==> src/pkg/seq_pkg.sv <==
// Constants, types and cycle scripts of the machine cycle sequencer.
// Assumes a single 50 MHz clock and AXI4-Lite register access.
package seq_pkg;

  // Sequencer states, one-hot
  typedef enum logic [7:0] {
    S_IDLE = 8'h01,
    S_T1   = 8'h02,
    S_T2   = 8'h04,
    S_TW   = 8'h08,
    S_T3   = 8'h10,
    S_T4   = 8'h20,
    S_T5   = 8'h40,
    S_HALT = 8'h80
  } seq_state_e;

  // Machine cycle kinds
  typedef enum logic [3:0] {
    K_FETCH    = 4'h0,
    K_MREAD    = 4'h1,
    K_MWRITE   = 4'h2,
    K_SREAD    = 4'h3,
    K_SWRITE   = 4'h4,
    K_INPUT    = 4'h5,
    K_OUTPUT   = 4'h6,
    K_INTERRUPT_ACKNOWLEDGE_FLAG     = 4'h7,
    K_HALT     = 4'h8,
    K_HALTINT  = 4'h9,
    K_INTERNAL = 4'ha
  } seq_kind_e;

  typedef struct packed {
    seq_kind_e  kind;
    logic [2:0] states;
  } seq_cyc_s;

  typedef struct packed {
    logic [23:0] rsv_hi;
    logic [3:0]  cls;
    logic [2:0]  rsv_lo;
    logic        run;
  } seq_ctrl_s;

  typedef struct packed {
    logic [7:0] rsv;
    logic [7:0] last_data;
    seq_kind_e  kind;
    logic [3:0] mc_idx;
    seq_state_e state;
  } seq_stat_s;

  // Status word bits on the data lines
  localparam int SEQ_BIT_INTERRUPT_ACKNOWLEDGE_FLAG  = 0;
  localparam int SEQ_BIT_WO_N  = 1;
  localparam int SEQ_BIT_STACK = 2;
  localparam int SEQ_BIT_HALT_ACKNOWLEDGE_FLAG  = 3;
  localparam int SEQ_BIT_OUT   = 4;
  localparam int SEQ_BIT_FETCH = 5;
  localparam int SEQ_BIT_INP   = 6;
  localparam int SEQ_BIT_MEMORY_READ_FLAG  = 7;

  // Instruction classes
  localparam logic [3:0] C_ADD_REG  = 4'h0;
  localparam logic [3:0] C_ADD_MEM  = 4'h1;
  localparam logic [3:0] C_PAIR_ADD = 4'h2;
  localparam logic [3:0] C_STORE_HL = 4'h3;
  localparam logic [3:0] C_PORT_IN  = 4'h4;
  localparam logic [3:0] C_PORT_OUT = 4'h5;
  localparam logic [3:0] C_PUSH     = 4'h6;
  localparam logic [3:0] C_POP      = 4'h7;
  localparam logic [3:0] C_HALT     = 4'h8;
  localparam logic [3:0] C_INT_RST  = 4'h9;

  localparam logic [2:0] SEQ_ST3 = 3'h3;
  localparam logic [2:0] SEQ_ST4 = 3'h4;
  localparam logic [2:0] SEQ_ST5 = 3'h5;
  localparam logic [4:0] SEQ_MIN_INSTR_ST = 5'h04;
  localparam logic [4:0] SEQ_MAX_INSTR_ST = 5'h12;

  // AXI4-Lite map
  localparam logic [11:0] SEQ_A_CTRL  = 12'h000;
  localparam logic [11:0] SEQ_A_STAT  = 12'h004;
  localparam logic [11:0] SEQ_A_COUNT = 12'h008;
  localparam logic [1:0]  AXI_OKAY    = 2'h0;
  localparam logic [1:0]  AXI_SLVERR  = 2'h2;

  function automatic logic [2:0] seq_length(input logic [3:0] cls);
    unique case (cls)
      C_ADD_MEM, C_HALT: seq_length = 3'h2;
      C_STORE_HL: seq_length = 3'h5;
      C_PAIR_ADD, C_PORT_IN, C_PORT_OUT, C_PUSH, C_POP, C_INT_RST: seq_length = 3'h3;
      default:    seq_length = 3'h1;
    endcase
  endfunction

  function automatic seq_cyc_s seq_script(input logic [3:0] cls, input logic [2:0] idx);
    seq_script = '{K_FETCH, SEQ_ST4};
    if (idx != 3'h0)
    begin
      unique case (cls)
        C_ADD_MEM:  seq_script = '{K_MREAD, SEQ_ST3};
        C_PAIR_ADD: seq_script = '{K_INTERNAL, SEQ_ST3};
        C_STORE_HL: seq_script = (idx < 3'h3) ? seq_cyc_s'{K_MREAD, SEQ_ST3}
                                              : seq_cyc_s'{K_MWRITE, SEQ_ST3};
        C_PORT_IN:  seq_script = (idx == 3'h1) ? seq_cyc_s'{K_MREAD, SEQ_ST3}
                                               : seq_cyc_s'{K_INPUT, SEQ_ST3};
        C_PORT_OUT: seq_script = (idx == 3'h1) ? seq_cyc_s'{K_MREAD, SEQ_ST3}
                                               : seq_cyc_s'{K_OUTPUT, SEQ_ST3};
        C_PUSH, C_INT_RST: seq_script = '{K_SWRITE, SEQ_ST3};
        C_POP:      seq_script = '{K_SREAD, SEQ_ST3};
        C_HALT:     seq_script = '{K_HALT, SEQ_ST3};
        default:    seq_script = '{K_FETCH, SEQ_ST4};
      endcase
    end
    else if (cls == C_PUSH)
      seq_script = '{K_FETCH, SEQ_ST5};
    else if (cls == C_INT_RST)
      seq_script = '{K_INTERRUPT_ACKNOWLEDGE_FLAG, SEQ_ST5};
  endfunction

  function automatic logic [7:0] seq_status(input seq_kind_e kind);
    logic [7:0] s;
    s = '0;
    s[SEQ_BIT_WO_N]  = !(kind inside {K_MWRITE, K_SWRITE, K_OUTPUT});
    s[SEQ_BIT_STACK] = kind inside {K_SREAD, K_SWRITE};
    s[SEQ_BIT_HALT_ACKNOWLEDGE_FLAG]  = kind inside {K_HALT, K_HALTINT};
    s[SEQ_BIT_OUT]   = kind == K_OUTPUT;
    s[SEQ_BIT_FETCH] = kind inside {K_FETCH, K_INTERRUPT_ACKNOWLEDGE_FLAG, K_HALTINT};
    s[SEQ_BIT_INP]   = kind == K_INPUT;
    s[SEQ_BIT_MEMORY_READ_FLAG]  = kind inside {K_FETCH, K_MREAD, K_SREAD, K_HALT};
    s[SEQ_BIT_INTERRUPT_ACKNOWLEDGE_FLAG]  = kind inside {K_INTERRUPT_ACKNOWLEDGE_FLAG, K_HALTINT};
    seq_status = s;
  endfunction

endpackage

==> src/core/seq_core.sv <==
// Machine cycle and state sequencer with an AXI4-Lite control port.
// Assumes two slow nonoverlapping clock phases and ready arrive as pins.
//
// The register addresses and the AXI4-Lite register port are this design's own decisions.
`timescale 1ns/100ps

module seq_core
  import seq_pkg::*;
(
  input  wire logic        aclk,
  input  wire logic        aresetn,
  input  wire logic [11:0] awaddr,
  input  wire logic        awvalid,
  output logic             awready,
  input  wire logic [31:0] wdata,
  input  wire logic [3:0]  wstrb,
  input  wire logic        wvalid,
  output logic             wready,
  output logic [1:0]       bresp,
  output logic             bvalid,
  input  wire logic        bready,
  input  wire logic [11:0] araddr,
  input  wire logic        arvalid,
  output logic             arready,
  output logic [31:0]      rdata,
  output logic [1:0]       rresp,
  output logic             rvalid,
  input  wire logic        rready,
  input  wire logic        phase1,
  input  wire logic        phase2,
  input  wire logic        ready,
  input  wire logic [7:0]  data_in,
  output logic [7:0]       data_out,
  output logic             data_oe,
  output logic             cycle_start,
  output logic             wait_state,
  output logic             addr_load,
  output logic             instr_done
);

  // Pin synchronisers
  logic [10:0] pin_m;
  logic [10:0] pin_s;
  logic        p1_d;
  logic        p2_d;
  logic        p1_rise;
  logic        p2_rise;
  logic        ready_s;
  logic [7:0]  din_s;

  always_ff @(posedge aclk)
  begin
    pin_m <= {data_in, ready, phase2, phase1};
    pin_s <= pin_m;
    p1_d  <= pin_s[0];
    p2_d  <= pin_s[1];
  end

  assign p1_rise = pin_s[0] && !p1_d;
  assign p2_rise = pin_s[1] && !p2_d;
  assign ready_s = pin_s[2];
  assign din_s   = pin_s[10:3];

  // Sequencer
  seq_state_e  st;
  seq_state_e  next_st;
  logic [2:0]  mc_idx;
  logic [2:0]  next_mc_idx;
  logic [3:0]  cls;
  logic [3:0]  next_cls;
  logic        wait_req;
  logic        next_wait_req;
  logic [7:0]  last_data;
  logic [7:0]  next_last_data;
  logic [15:0] instr_cnt;
  logic [15:0] next_instr_cnt;
  logic [7:0]  next_data_out;
  logic        next_data_oe;
  logic        next_cycle_start;
  logic        next_addr_load;
  logic        next_instr_done;
  seq_ctrl_s   ctrl;
  seq_cyc_s    cur;
  logic        end_mc;

  assign cur = seq_script(cls, mc_idx);

  always_comb
  begin
    next_st          = st;
    next_mc_idx      = mc_idx;
    next_cls         = cls;
    next_wait_req    = wait_req;
    next_last_data   = last_data;
    next_instr_cnt   = instr_cnt;
    next_data_out    = data_out;
    next_data_oe     = data_oe;
    next_cycle_start = cycle_start;
    next_addr_load   = 1'b0;
    next_instr_done  = 1'b0;
    end_mc           = 1'b0;
    if (p2_rise)
    begin
      if (st == S_T1 && cur.kind != K_INTERNAL)
      begin
        next_cycle_start = 1'b1;
        next_data_oe     = 1'b1;
        next_data_out    = seq_status(cur.kind);
        next_addr_load   = 1'b1;
      end
      if (st == S_T2 || st == S_TW)
      begin
        next_cycle_start = 1'b0;
        next_data_oe     = 1'b0;
        next_wait_req    = !ready_s;
      end
      if (st == S_T3)
        next_last_data = din_s;
    end
    if (p1_rise)
    begin
      unique case (st)
        S_IDLE:
          if (ctrl.run)
          begin
            next_cls    = ctrl.cls;
            next_mc_idx = '0;
            next_st     = S_T1;
          end
        S_T1: next_st = S_T2;
        S_T2:
          if (cur.kind == K_HALT)
            next_st = S_HALT;
          else if (wait_req && cur.kind != K_INTERNAL)
            next_st = S_TW;
          else
            next_st = S_T3;
        S_TW:
          if (!wait_req)
            next_st = S_T3;
        S_T3:
          if (cur.states > SEQ_ST3)
            next_st = S_T4;
          else
            end_mc = 1'b1;
        S_T4:
          if (cur.states > SEQ_ST4)
            next_st = S_T5;
          else
            end_mc = 1'b1;
        S_T5: end_mc = 1'b1;
        S_HALT:
          if (!ctrl.run)
            end_mc = 1'b1;
      endcase
    end
    if (end_mc)
    begin
      next_wait_req = 1'b0;
      if (mc_idx == seq_length(cls) - 3'h1)
      begin
        next_instr_done = 1'b1;
        next_instr_cnt  = instr_cnt + 16'h0001;
        next_mc_idx     = '0;
        next_cls        = ctrl.cls;
        next_st         = ctrl.run ? S_T1 : S_IDLE;
      end
      else
      begin
        next_mc_idx = mc_idx + 3'h1;
        next_st     = S_T1;
      end
    end
  end

  always_ff @(posedge aclk)
  begin
    if (!aresetn)
    begin
      st          <= S_IDLE;
      mc_idx      <= '0;
      cls         <= C_ADD_REG;
      wait_req    <= 1'b0;
      last_data   <= '0;
      instr_cnt   <= '0;
      data_out    <= '0;
      data_oe     <= 1'b0;
      cycle_start <= 1'b0;
      wait_state  <= 1'b0;
      addr_load   <= 1'b0;
      instr_done  <= 1'b0;
    end
    else
    begin
      st          <= next_st;
      mc_idx      <= next_mc_idx;
      cls         <= next_cls;
      wait_req    <= next_wait_req;
      last_data   <= next_last_data;
      instr_cnt   <= next_instr_cnt;
      data_out    <= next_data_out;
      data_oe     <= next_data_oe;
      cycle_start <= next_cycle_start;
      wait_state  <= (next_st == S_TW);
      addr_load   <= next_addr_load;
      instr_done  <= next_instr_done;
    end
  end

  // AXI4-Lite slave
  logic        aw_full;
  logic        next_aw_full;
  logic        w_full;
  logic        next_w_full;
  logic [11:0] aw_addr;
  logic [11:0] next_aw_addr;
  logic [31:0] w_data;
  logic [31:0] next_w_data;
  logic        w_lane0;
  logic        next_w_lane0;
  seq_ctrl_s   next_ctrl;
  logic        next_bvalid;
  logic [1:0]  next_bresp;
  logic        next_arready;
  logic        next_rvalid;
  logic [31:0] next_rdata;
  logic [1:0]  next_rresp;
  seq_stat_s   stat;

  assign stat = '{8'h00, last_data, cur.kind, {1'b0, mc_idx}, st};

  always_comb
  begin
    next_aw_full = aw_full || (awvalid && awready);
    next_w_full  = w_full || (wvalid && wready);
    next_aw_addr = (awvalid && awready) ? awaddr : aw_addr;
    next_w_data  = (wvalid && wready) ? wdata : w_data;
    next_w_lane0 = (wvalid && wready) ? wstrb[0] : w_lane0;
    next_ctrl    = ctrl;
    next_bvalid  = bvalid && !bready;
    next_bresp   = bresp;
    next_arready = arready;
    next_rvalid  = rvalid;
    next_rdata   = rdata;
    next_rresp   = rresp;
    if (aw_full && w_full && !bvalid)
    begin
      next_aw_full = 1'b0;
      next_w_full  = 1'b0;
      next_bvalid  = 1'b1;
      next_bresp   = (aw_addr == SEQ_A_CTRL) ? AXI_OKAY : AXI_SLVERR;
      if (aw_addr == SEQ_A_CTRL && w_lane0)
      begin
        next_ctrl     = seq_ctrl_s'(w_data);
        next_ctrl.rsv_hi = '0;
        next_ctrl.rsv_lo = '0;
      end
    end
    if (arvalid && arready)
    begin
      next_arready = 1'b0;
      next_rvalid  = 1'b1;
      next_rresp   = AXI_OKAY;
      unique case (araddr)
        SEQ_A_CTRL:  next_rdata = ctrl;
        SEQ_A_STAT:  next_rdata = stat;
        SEQ_A_COUNT: next_rdata = {16'h0000, instr_cnt};
        default:
        begin
          next_rdata = '0;
          next_rresp = AXI_SLVERR;
        end
      endcase
    end
    else if (rvalid && rready)
    begin
      next_rvalid  = 1'b0;
      next_arready = 1'b1;
    end
  end

  always_ff @(posedge aclk)
  begin
    if (!aresetn)
    begin
      aw_full <= 1'b0;
      w_full  <= 1'b0;
      aw_addr <= '0;
      w_data  <= '0;
      w_lane0 <= 1'b0;
      ctrl    <= '0;
      awready <= 1'b0;
      wready  <= 1'b0;
      bvalid  <= 1'b0;
      bresp   <= AXI_OKAY;
      arready <= 1'b0;
      rvalid  <= 1'b0;
      rdata   <= '0;
      rresp   <= AXI_OKAY;
    end
    else
    begin
      aw_full <= next_aw_full;
      w_full  <= next_w_full;
      aw_addr <= next_aw_addr;
      w_data  <= next_w_data;
      w_lane0 <= next_w_lane0;
      ctrl    <= next_ctrl;
      awready <= !next_aw_full && !next_bvalid;
      wready  <= !next_w_full && !next_bvalid;
      bvalid  <= next_bvalid;
      bresp   <= next_bresp;
      arready <= next_arready || (!next_rvalid && !arready && !rvalid);
      rvalid  <= next_rvalid;
      rdata   <= next_rdata;
      rresp   <= next_rresp;
    end
  end

  // Checks; helper counts non-wait states of an instruction
  logic [4:0] inst_states;

  always_ff @(posedge aclk)
  begin
    if (!aresetn || instr_done)
      inst_states <= '0;
    else if (p1_rise && (st inside {S_T1, S_T2, S_T3, S_T4, S_T5}))
      inst_states <= inst_states + 5'h01;
  end
endmodule

==> config.mk <==
export PLATFORM = sky130hd
export DESIGN_NAME = seq_core
export DESIGN_NICKNAME = d
export VERILOG_FILES = /design/src/pkg/seq_pkg.sv /design/src/core/seq_core.sv
export SDC_FILE = /design/constraint.sdc
export NUM_CORES = 1
export LEC_CHECK = 0
export BUFFER_PORTS_ARGS = -buffer_cell sky130_fd_sc_hd__buf_2
export CAP_MARGIN = 15
export CORE_AREA = 2 2 118 97
export CTS_CLUSTER_DIAMETER = 40
export DETAILED_ROUTE_END_ITERATION = 16
export DIE_AREA = 0 0 120 99
export PLACE_DENSITY = 0.83
export SLEW_MARGIN = 20
export SYNTH_ARGS = -nofsm -noshare
export SYNTH_HDL_FRONTEND = slang
export SYNTH_SLANG_ARGS = --single-unit
==> constraint.sdc <==
create_clock -name aclk -period 3.7 [get_ports aclk]
set_input_delay 0.925 -clock aclk [delete_from_list [all_inputs] [get_ports aclk]]
set_output_delay 0.925 -clock aclk [all_outputs]
set_load 0.03 [all_outputs]
Word-level counts from Yosys, hierarchy flattened

Memory sizes are Yosys's and may differ from the RTL's. A register that Yosys moved wholly into a read port is not among the register bits.
Index checks and enable logic that the tools add are counted.

Register bits: 145
Memory bits (read-only): 48
Output and inout bits: 54
Word-level logic and storage cells: 177
Memories kept: 1

$add $sub $neg: 3
$lt $le $gt $ge: 3
Eq/ne operators: 32
Multiplexer cells: 49
Bitwise gates (word level): 1
Reductions and logical operators: 58

Memories:

| memory           | words | bits a word | rd ports | clocked after memory_dff | wr ports | RTL line      | RTL |
|---|---|---|---|---|---|---|---|
| (name not given) | 16    | 3           | 1        | 1                        | 0        | seq_pkg.sv:88 | `unique case (cls)` |

Operator list:

| kind                  | number |
|---|---|
| $pmux 24 s3           | 1 |
| $mux 8                | 7 |
| $pmux 7 s8            | 1 |
| $pmux 8 s6            | 1 |
| $eq 4x3->1 const B    | 8 |
| $logic_not 12->1      | 2 |
| $mux 4                | 6 |
| $mux 6                | 4 |
| $mux 3                | 6 |
| $add 16x1->16 const B | 1 |
| $eq 4x2->1 const B    | 4 |
| $eq 4x4->1 const B    | 4 |
| $eq 8x4->1 const B    | 2 |
| $logic_and 1x1->1     | 16 |
| $reduce_and 2->1      | 8 |
| $mux 1                | 15 |
| $reduce_bool 2->1     | 7 |
| $eq 12x3->1 const B   | 1 |
| $eq 12x4->1 const B   | 1 |
| $logic_not 1->1       | 12 |
| $mux 5                | 2 |
| $reduce_bool 3->1     | 3 |
| $eq 4x1->1 const B    | 2 |
| $eq 8x1->1 const B    | 1 |
| other kinds (24)      | 31 |

Logic depth before layout (Yosys ltp)

Gate-level depths: netlist (run 1).

Depth after elaboration: 14
Mapped depth: 13

Worst setup path before layout (run 1)

No wires, ideal clock.

Path kind: register -> register
Start point: reg mc_idx[0]
End point: reg with a tool-made name
Setup time: 0.120 ns
Data arrival time: 2.658 ns
Setup slack: 0.923 ns
Cell stages (with the launch flop): 12
Path buffers: 1
Clock period less this slack: 2.777 ns
Path through: dfxtp_1 inv_1 ha_1 nor2b_1 clkbuf_1 a211o_1 o221a_4 a21oi_2 mux2i_1 inv_1 ha_1 o31a_1

RTL lines:

| item                   | RTL line        | RTL |
|---|---|---|
| start, declared        | seq_core.sv:67  | `logic [2:0] mc_idx;` |
| start signal, assigned | seq_core.sv:196 | `mc_idx <= next_mc_idx;` |

==> flow_summary.yaml, run 1 <==
status:
  status: "finished clean"
synth:
  synth.avg_cell_area_um2: 8.71
  synth_cells: 649
  synthArstFlopShare_pct: 0
  syn_area_um2: 5650
  synth_top_cell_by_area: "dfxtp_1"
  ys_seq_area_share_pct: 47.8
  ys_warn_count: 0
  synthFlopType: "dfxtp_1"
  synth_edf_count: 0
  synth_seq_cells: 135
  ys_top_cells_by_area: "dfxtp_1 48%, nand2_1 6.0%, a21oi_1 4.7%"
  synth.distinct_cells: 61
  netlist.area_leader.share_pct: 47.8
routing:
  routed_wl_mm: 14.1
  drt-initial-drc-count: 245
  wire_per_inst_um: 15.9
  viasPerCell: 5.58
  ant_nets: 0
  drt_first_pass_iters: 5
  vias: 4944
  drc_errors: 0
critical_path:
  worstPathMaxFanout: 8
  criticalPathCategory: "flip-flop to flip-flop"
  crit_slowest_cell: "dfxtp_1"
  slowest_delay_ns: 0.48
  crit_chain: "inv_1, ha_1, nor2b_1, a211o_1, o221a_4, a21oi_2, mux2i_1, inv_1, ha_1, o31a_1"
  start_kind: "flip-flop"
  cp.required_ns: 3.99
  critical_path_arrival_ns: 3.37
  cp-end-kind: "flip-flop"
cells_and_area:
  antenna_cells: 0
  finalNetCount: 816
  fin_util_pct: 62.9
  area_delta_synth_final_pct: 18.8
  drive_above_1_share_pct: 19.3
  post-route-cell-area_um2: 6720
placed_design:
  dpl.hpwl_mm: 9.81
  routabilityCongestion: 0.931
  placed_area_um2: 6150
  io_buffers: 91
cts:
  cts_buffers: 17
  post_cts_resized: 0
  clk_pin_slew_ns: 0.06
  h-tree-depth: 4
  clock_path_buffers: 2
  cts_tree: "built"
  clkLatencyLatePin_ns: 0.41
  post_cts_buffers: 0
  cts.sinks: 135
  cts_hold_buf: 0
  root_buffer: "clkbuf_16"
timing:
  max_slew.worst_pin.slew_ns: 0.879
  relSlewSlack_pct: 40.6
  drv_slew: 0
  fin_tns_setup_ns: 0
  period_needed_ns: 3.08
  whs_ns: 0.326
  setup_viol: 0
  fmax_ghz: 0.325
  skew_ns: 0.00622
  hold_viol_final: 0
  rsz0062_at_grt: "no"
  period_share_pct: 83.2
grt:
  grt_pass1_wl_mm: 22.6
  grt_max_degree: 36
  overflow: 0
  antenna_found_initial: 0
  track_usage_pct: 24.1
  grt_pass1_vias: 4712
pwr:
  ir_worst_vdd_uv: 353
  power_mw: 3.27
  power_density_nw_per_um2: 487
  p_leak_nw: 2.70
floorplanning:
  core_area_um2: 10700
  die_w_um: 120
  initial_core_util_pct: 53.0
  dieArea_um2: 11900
  die_h_um: 99
  placementRows: 34
  io_pins: 132
min_path:
  hold_path_class: "flip-flop to flip-flop"
run:
  drv_cap: 0
area by class of cell:
type | count | area [um^2]
fillers | 896 | 3960
flip-flops and latches | 135 | 2700
multi-input cells | 464 | 2700
repair buffers | 99 | 515
clock buffers | 19 | 443
well taps | 144 | 180
clock inverters | 11 | 126
inverters | 14 | 52.6
sequential cells by signal, summed over array words and instances, names as in the netlist, 3 cells and up, named ones only:
register and cells:
w_data 5, instr_cnt 16, pin_m 11, data_out 8, cls 4, mc_idx 3, st 8, aw_addr 12
last_data 8, rdata 24, pin_s 11, ctrl 5
cell usage after synthesis (3+ instances only):
library cell,number
nand2b_1,6
buf_4,11
a211oi_1,5
nor2b_1,11
dfxtp_1,135
or2_2,4
nor2_1,69
nor4_1,8
o21ai_0,30
nand4_1,11
nand3_1,30
mux2i_1,24
nor3b_1,3
or3_1,6
inv_1,13
and2_1,6
xor2_1,11
xnor2_1,4
ha_1,7
a22oi_1,12
nand2_1,91
and4_1,3
clkbuf_1,29
nor3_1,7
and3_1,9
a21oi_1,53
buf_6,3
placed cells by master, fill, tap and decap left out, drive strengths merged, types with 5 or more instances in the layout:
| master | Yosys | final |
|---|---|---|
| dfxtp | 135 | 135 |
| buf | 16 | 99 |
| nand2 | 91 | 91 |
| nor2 | 69 | 69 |
| a21oi | 54 | 54 |
| nand3 | 31 | 31 |
| o21ai | 30 | 30 |
| mux2i | 24 | 24 |
| clkbuf | 29 | 19 |
| inv | 14 | 15 |
| a22oi | 12 | 12 |
| xor2 | 11 | 11 |
| nor2b | 11 | 11 |
| nand4 | 11 | 11 |
| nor4 | 11 | 11 |
| conb | 1 | 10 |
| and3 | 9 | 9 |
| nor3 | 7 | 7 |
| ha | 7 | 7 |
| or3 | 6 | 6 |
| nand2b | 6 | 6 |
| and2 | 6 | 6 |
| a211oi | 5 | 5 |
| or2 | 5 | 5 |
per-layer routing:
layer	vias up	track usage (%)	wire [um]
li1	2413	-	-
met1	2319	30.4	6210
met2	185	38.2	6520
met3	27	6.77	998
met4	0	11.1	334
met5	-	0	0
final timing paths:
check                                from        end  slack (ns)  cells after the start
worst max-delay path            mc_idx[1]  flip-flop        0.62                     10
worst min-delay path             pin_m[8]   pin_s[8]        0.33                      0
worst max register to register  mc_idx[1]  flip-flop        0.62                     10
worst min register to register   pin_m[8]   pin_s[8]        0.33                      0
cells by family (layout without fill, tap and decap cells):
logic type	count (synthesis)	in the layout	share of synthesized area [%]
and+or+nand+nor	278	278	24.4
DFF	135	135	47.8
AOI/OAI and AO/OA	129	129	14.2
buffers and inverters	59	143	5.09
muxes	24	24	4.25
xor gates and xnor gates	16	16	2.72
adders and majority gates	7	7	1.55
other	1	10	0.0663
report_power, final:
part           internal [mW]  switching, mW
Sequential              1.49         0.0196
Clock                   1.00          0.614
Combinational         0.0492         0.0985
critical path, delay by kind of cell (launching register included):
family	cells	cell delay [ns]
compound gates	4	1.27
fa+ha+maj	2	0.46
simple gates	1	0.21
mux	1	0.33
flops	1	0.48
buf+inv	2	0.22
stage by stage:
stage	worst slack, ns	cells
final	0.623	886
after global routing	0.470	886
after CTS	0.656	886
after detailed placement	0.676	856
after global placement	0.772	856
after floorplan	0.923	658
(Power assumes the default switching activity.)
==> inputs of run 2 (changes only) <==
--- a/config.mk
+++ b/config.mk
@@ -7,11 +7,11 @@
 export LEC_CHECK = 0
 export BUFFER_PORTS_ARGS = -buffer_cell sky130_fd_sc_hd__buf_2
 export CAP_MARGIN = 15
-export CORE_AREA = 2 2 118 97
+export CORE_AREA = 2 2 125 103
 export CTS_CLUSTER_DIAMETER = 40
 export DETAILED_ROUTE_END_ITERATION = 16
-export DIE_AREA = 0 0 120 99
-export PLACE_DENSITY = 0.83
+export DIE_AREA = 0 0 127 105
+export PLACE_DENSITY = 0.78
 export SLEW_MARGIN = 20
 export SYNTH_ARGS = -nofsm -noshare
 export SYNTH_HDL_FRONTEND = slang
==> constraint.sdc (replaced) <==
create_clock -name aclk -period 2.5 [get_ports aclk]
set_input_delay 0.625 -clock aclk [delete_from_list [all_inputs] [get_ports aclk]]
set_output_delay 0.625 -clock aclk [all_outputs]
set_load 0.03 [all_outputs]
==> run 2 against run 1 <==
  * Maximum frequency rose by 24%
  * Sequential cell count is the same
  * Hold slack worse by 0.021 ns
  * Count of clock-buffer cells in the layout decreased by 2
  * Routed wire length rose by 2.2%
  * Combinational power increased by 61%
  * Critical path depth grew 1
  * Core utilization fell by 2.6 points
  * Critical path type unchanged
  * Largest cell class is now multi-input gates
==> flow_summary.yaml, run 2 (same netlist as run 1, synthesis figures left out) <==
routing:
  routed_wl_mm: 14.4
  drt_first_pass_iters: 5
  ant_nets: 0
  vias: 5083
  viasPerCell: 5.37
  drt-initial-drc-count: 297
  drc_errors: 0
  wire_per_inst_um: 15.2
cells_and_area:
  antenna_cells: 0
  area_delta_synth_final_pct: 27.8
  largest_register_ffs: 24
  drive_above_1_share_pct: 26.7
  multi_input_area_um2: 2770
  mostFrequentLayoutCell: "dfxtp_1"
  top_regs: "rdata x24, instr_cnt x16, aw_addr x12"
  final_cell_mix: "130 x dfxtp_1, 91 x nand2_1, 91 x buf_2"
  finalNetCount: 866
  regArea_um2: 2710
  nFillCells: 1018
  regMostFlops: "rdata"
  fin_cells: 946
pwr:
  ir_worst_vdd_uv: 558
  power_density_nw_per_um2: 680
  p_leak_nw: 3.00
  power_mw: 4.91
timing:
  skew_ns: 0.00727
  fmax_ghz: 0.402
  hold_viol_final: 0
  period_needed_ns: 2.49
  relSlewSlack_pct: 64.3
  max_slew.worst_pin.slew_ns: 0.536
  setup_viol: 0
  whs_ns: 0.305
  drv_slew: 0
  period_share_pct: 99.4
  rsz0062_at_grt: "yes"
cts:
  root_buffer: "clkbuf_16"
  clkLatencyLatePin_ns: 0.41
  cts.sinks: 135
  clk_pin_slew_ns: 0.06
  clock_path_buffers: 2
  cts_hold_buf: 0
  h-tree-depth: 4
  cts_buffers: 17
  cts_tree: "built"
run:
  drv_cap: 0
critical_path:
  criticalPathCategory: "flip-flop to flip-flop"
  cp.required_ns: 2.80
  cp-end-kind: "flip-flop"
  start_kind: "flip-flop"
  critical_path_arrival_ns: 2.79
  worstPathMaxFanout: 6
floorplanning:
  initial_core_util_pct: 47.2
  placementRows: 36
  io_pins: 132
  die_h_um: 105
  die_w_um: 127
  core_area_um2: 12000
  dieArea_um2: 13300
grt:
  grt_pass1_wl_mm: 22.9
  grt_pass1_vias: 4809
  grt_max_degree: 54
  antenna_found_initial: 0
  track_usage_pct: 21.2
  overflow: 0
placed_design:
  io_buffers: 91
  dpl.hpwl_mm: 10.4
  place_inst: 910
  routabilityCongestion: 0.892
min_path:
  hold_path_class: "primary input to flip-flop"
status:
  status: "finished clean"
[run 2: routing by layer]
| layer | global-route usage, % | share of wire [%] |
|---|---|---|
| met2 | 34.9 | 46 |
| met1 | 27.0 | 44 |
| met4 | 6.51 | 1.7 |
| met3 | 5.99 | 7.6 |
| met5 | 0 | 0 |
[run 2: layout make-up]
cell class	instances	area share (%)
Clock buffer	17	5.89
Clock inverter	15	2.23
Inverter	14	0.762
Multi-Input combinational cell	464	38.4
Sequential cell	135	37.6
Tap cell	152	2.63
Timing Repair Buffer	149	12.6
[run 2: worst max-delay path, cell delays in order, from the launching register on]
cell     delay [ns]
dfxtp_4        0.36
inv_4          0.04
ha_4           0.14
nor2b_4        0.12
a211o_1        0.29
o221a_4        0.32
a21oi_4        0.20
mux2i_1        0.25
nor2_1         0.08
inv_1          0.12
ha_4           0.22
o31a_1         0.23
[run 2: power breakdown]
| part | switching, mW | leakage [nW] | internal [mW] |
|---|---|---|---|
| logic | 0.153 | 1.62 | 0.0852 |
| clock network | 1.04 | 0.284 | 1.41 |
| registers | 0.0264 | 1.10 | 2.20 |
| total | 1.22 | 3.00 | 3.69 |
[run 2: path summary, 6_finish.rpt]
path | startpoint | endpoint | slack (ns) | depth (start not counted)
worst max-delay path | mc_idx[1] | flip-flop | 0.01 | 11
worst min-delay path | data_in[3] | pin_m[6] | 0.31 | 1
worst max register to register | mc_idx[1] | flip-flop | 0.01 | 11
worst min register to register | pin_m[1] | pin_s[1] | 0.33 | 0
[run 2: metrics by stage]
stage	area (um^2)	TNS, ns	util, %	setup slack [ns]
2_1_floorplan	5710	-0.146	-	-0.0806
3_3_place_gp	6530	0	54.5	0.0361
3_5_place_dp	6530	-0.0155	54.5	-0.0155
4_1_cts	7120	0	59.4	0.0136
5_1_grt	7230	-0.204	60.3	-0.105
6_report	7230	0	60.3	0.0148
[run 2: what timing repair did]
action                                  4_1_cts  5_1_grt
setup buffers                                 1        3
pin swaps                                     2        8
gates resized for setup                       0       16
endpoints found under the setup margin        2        7
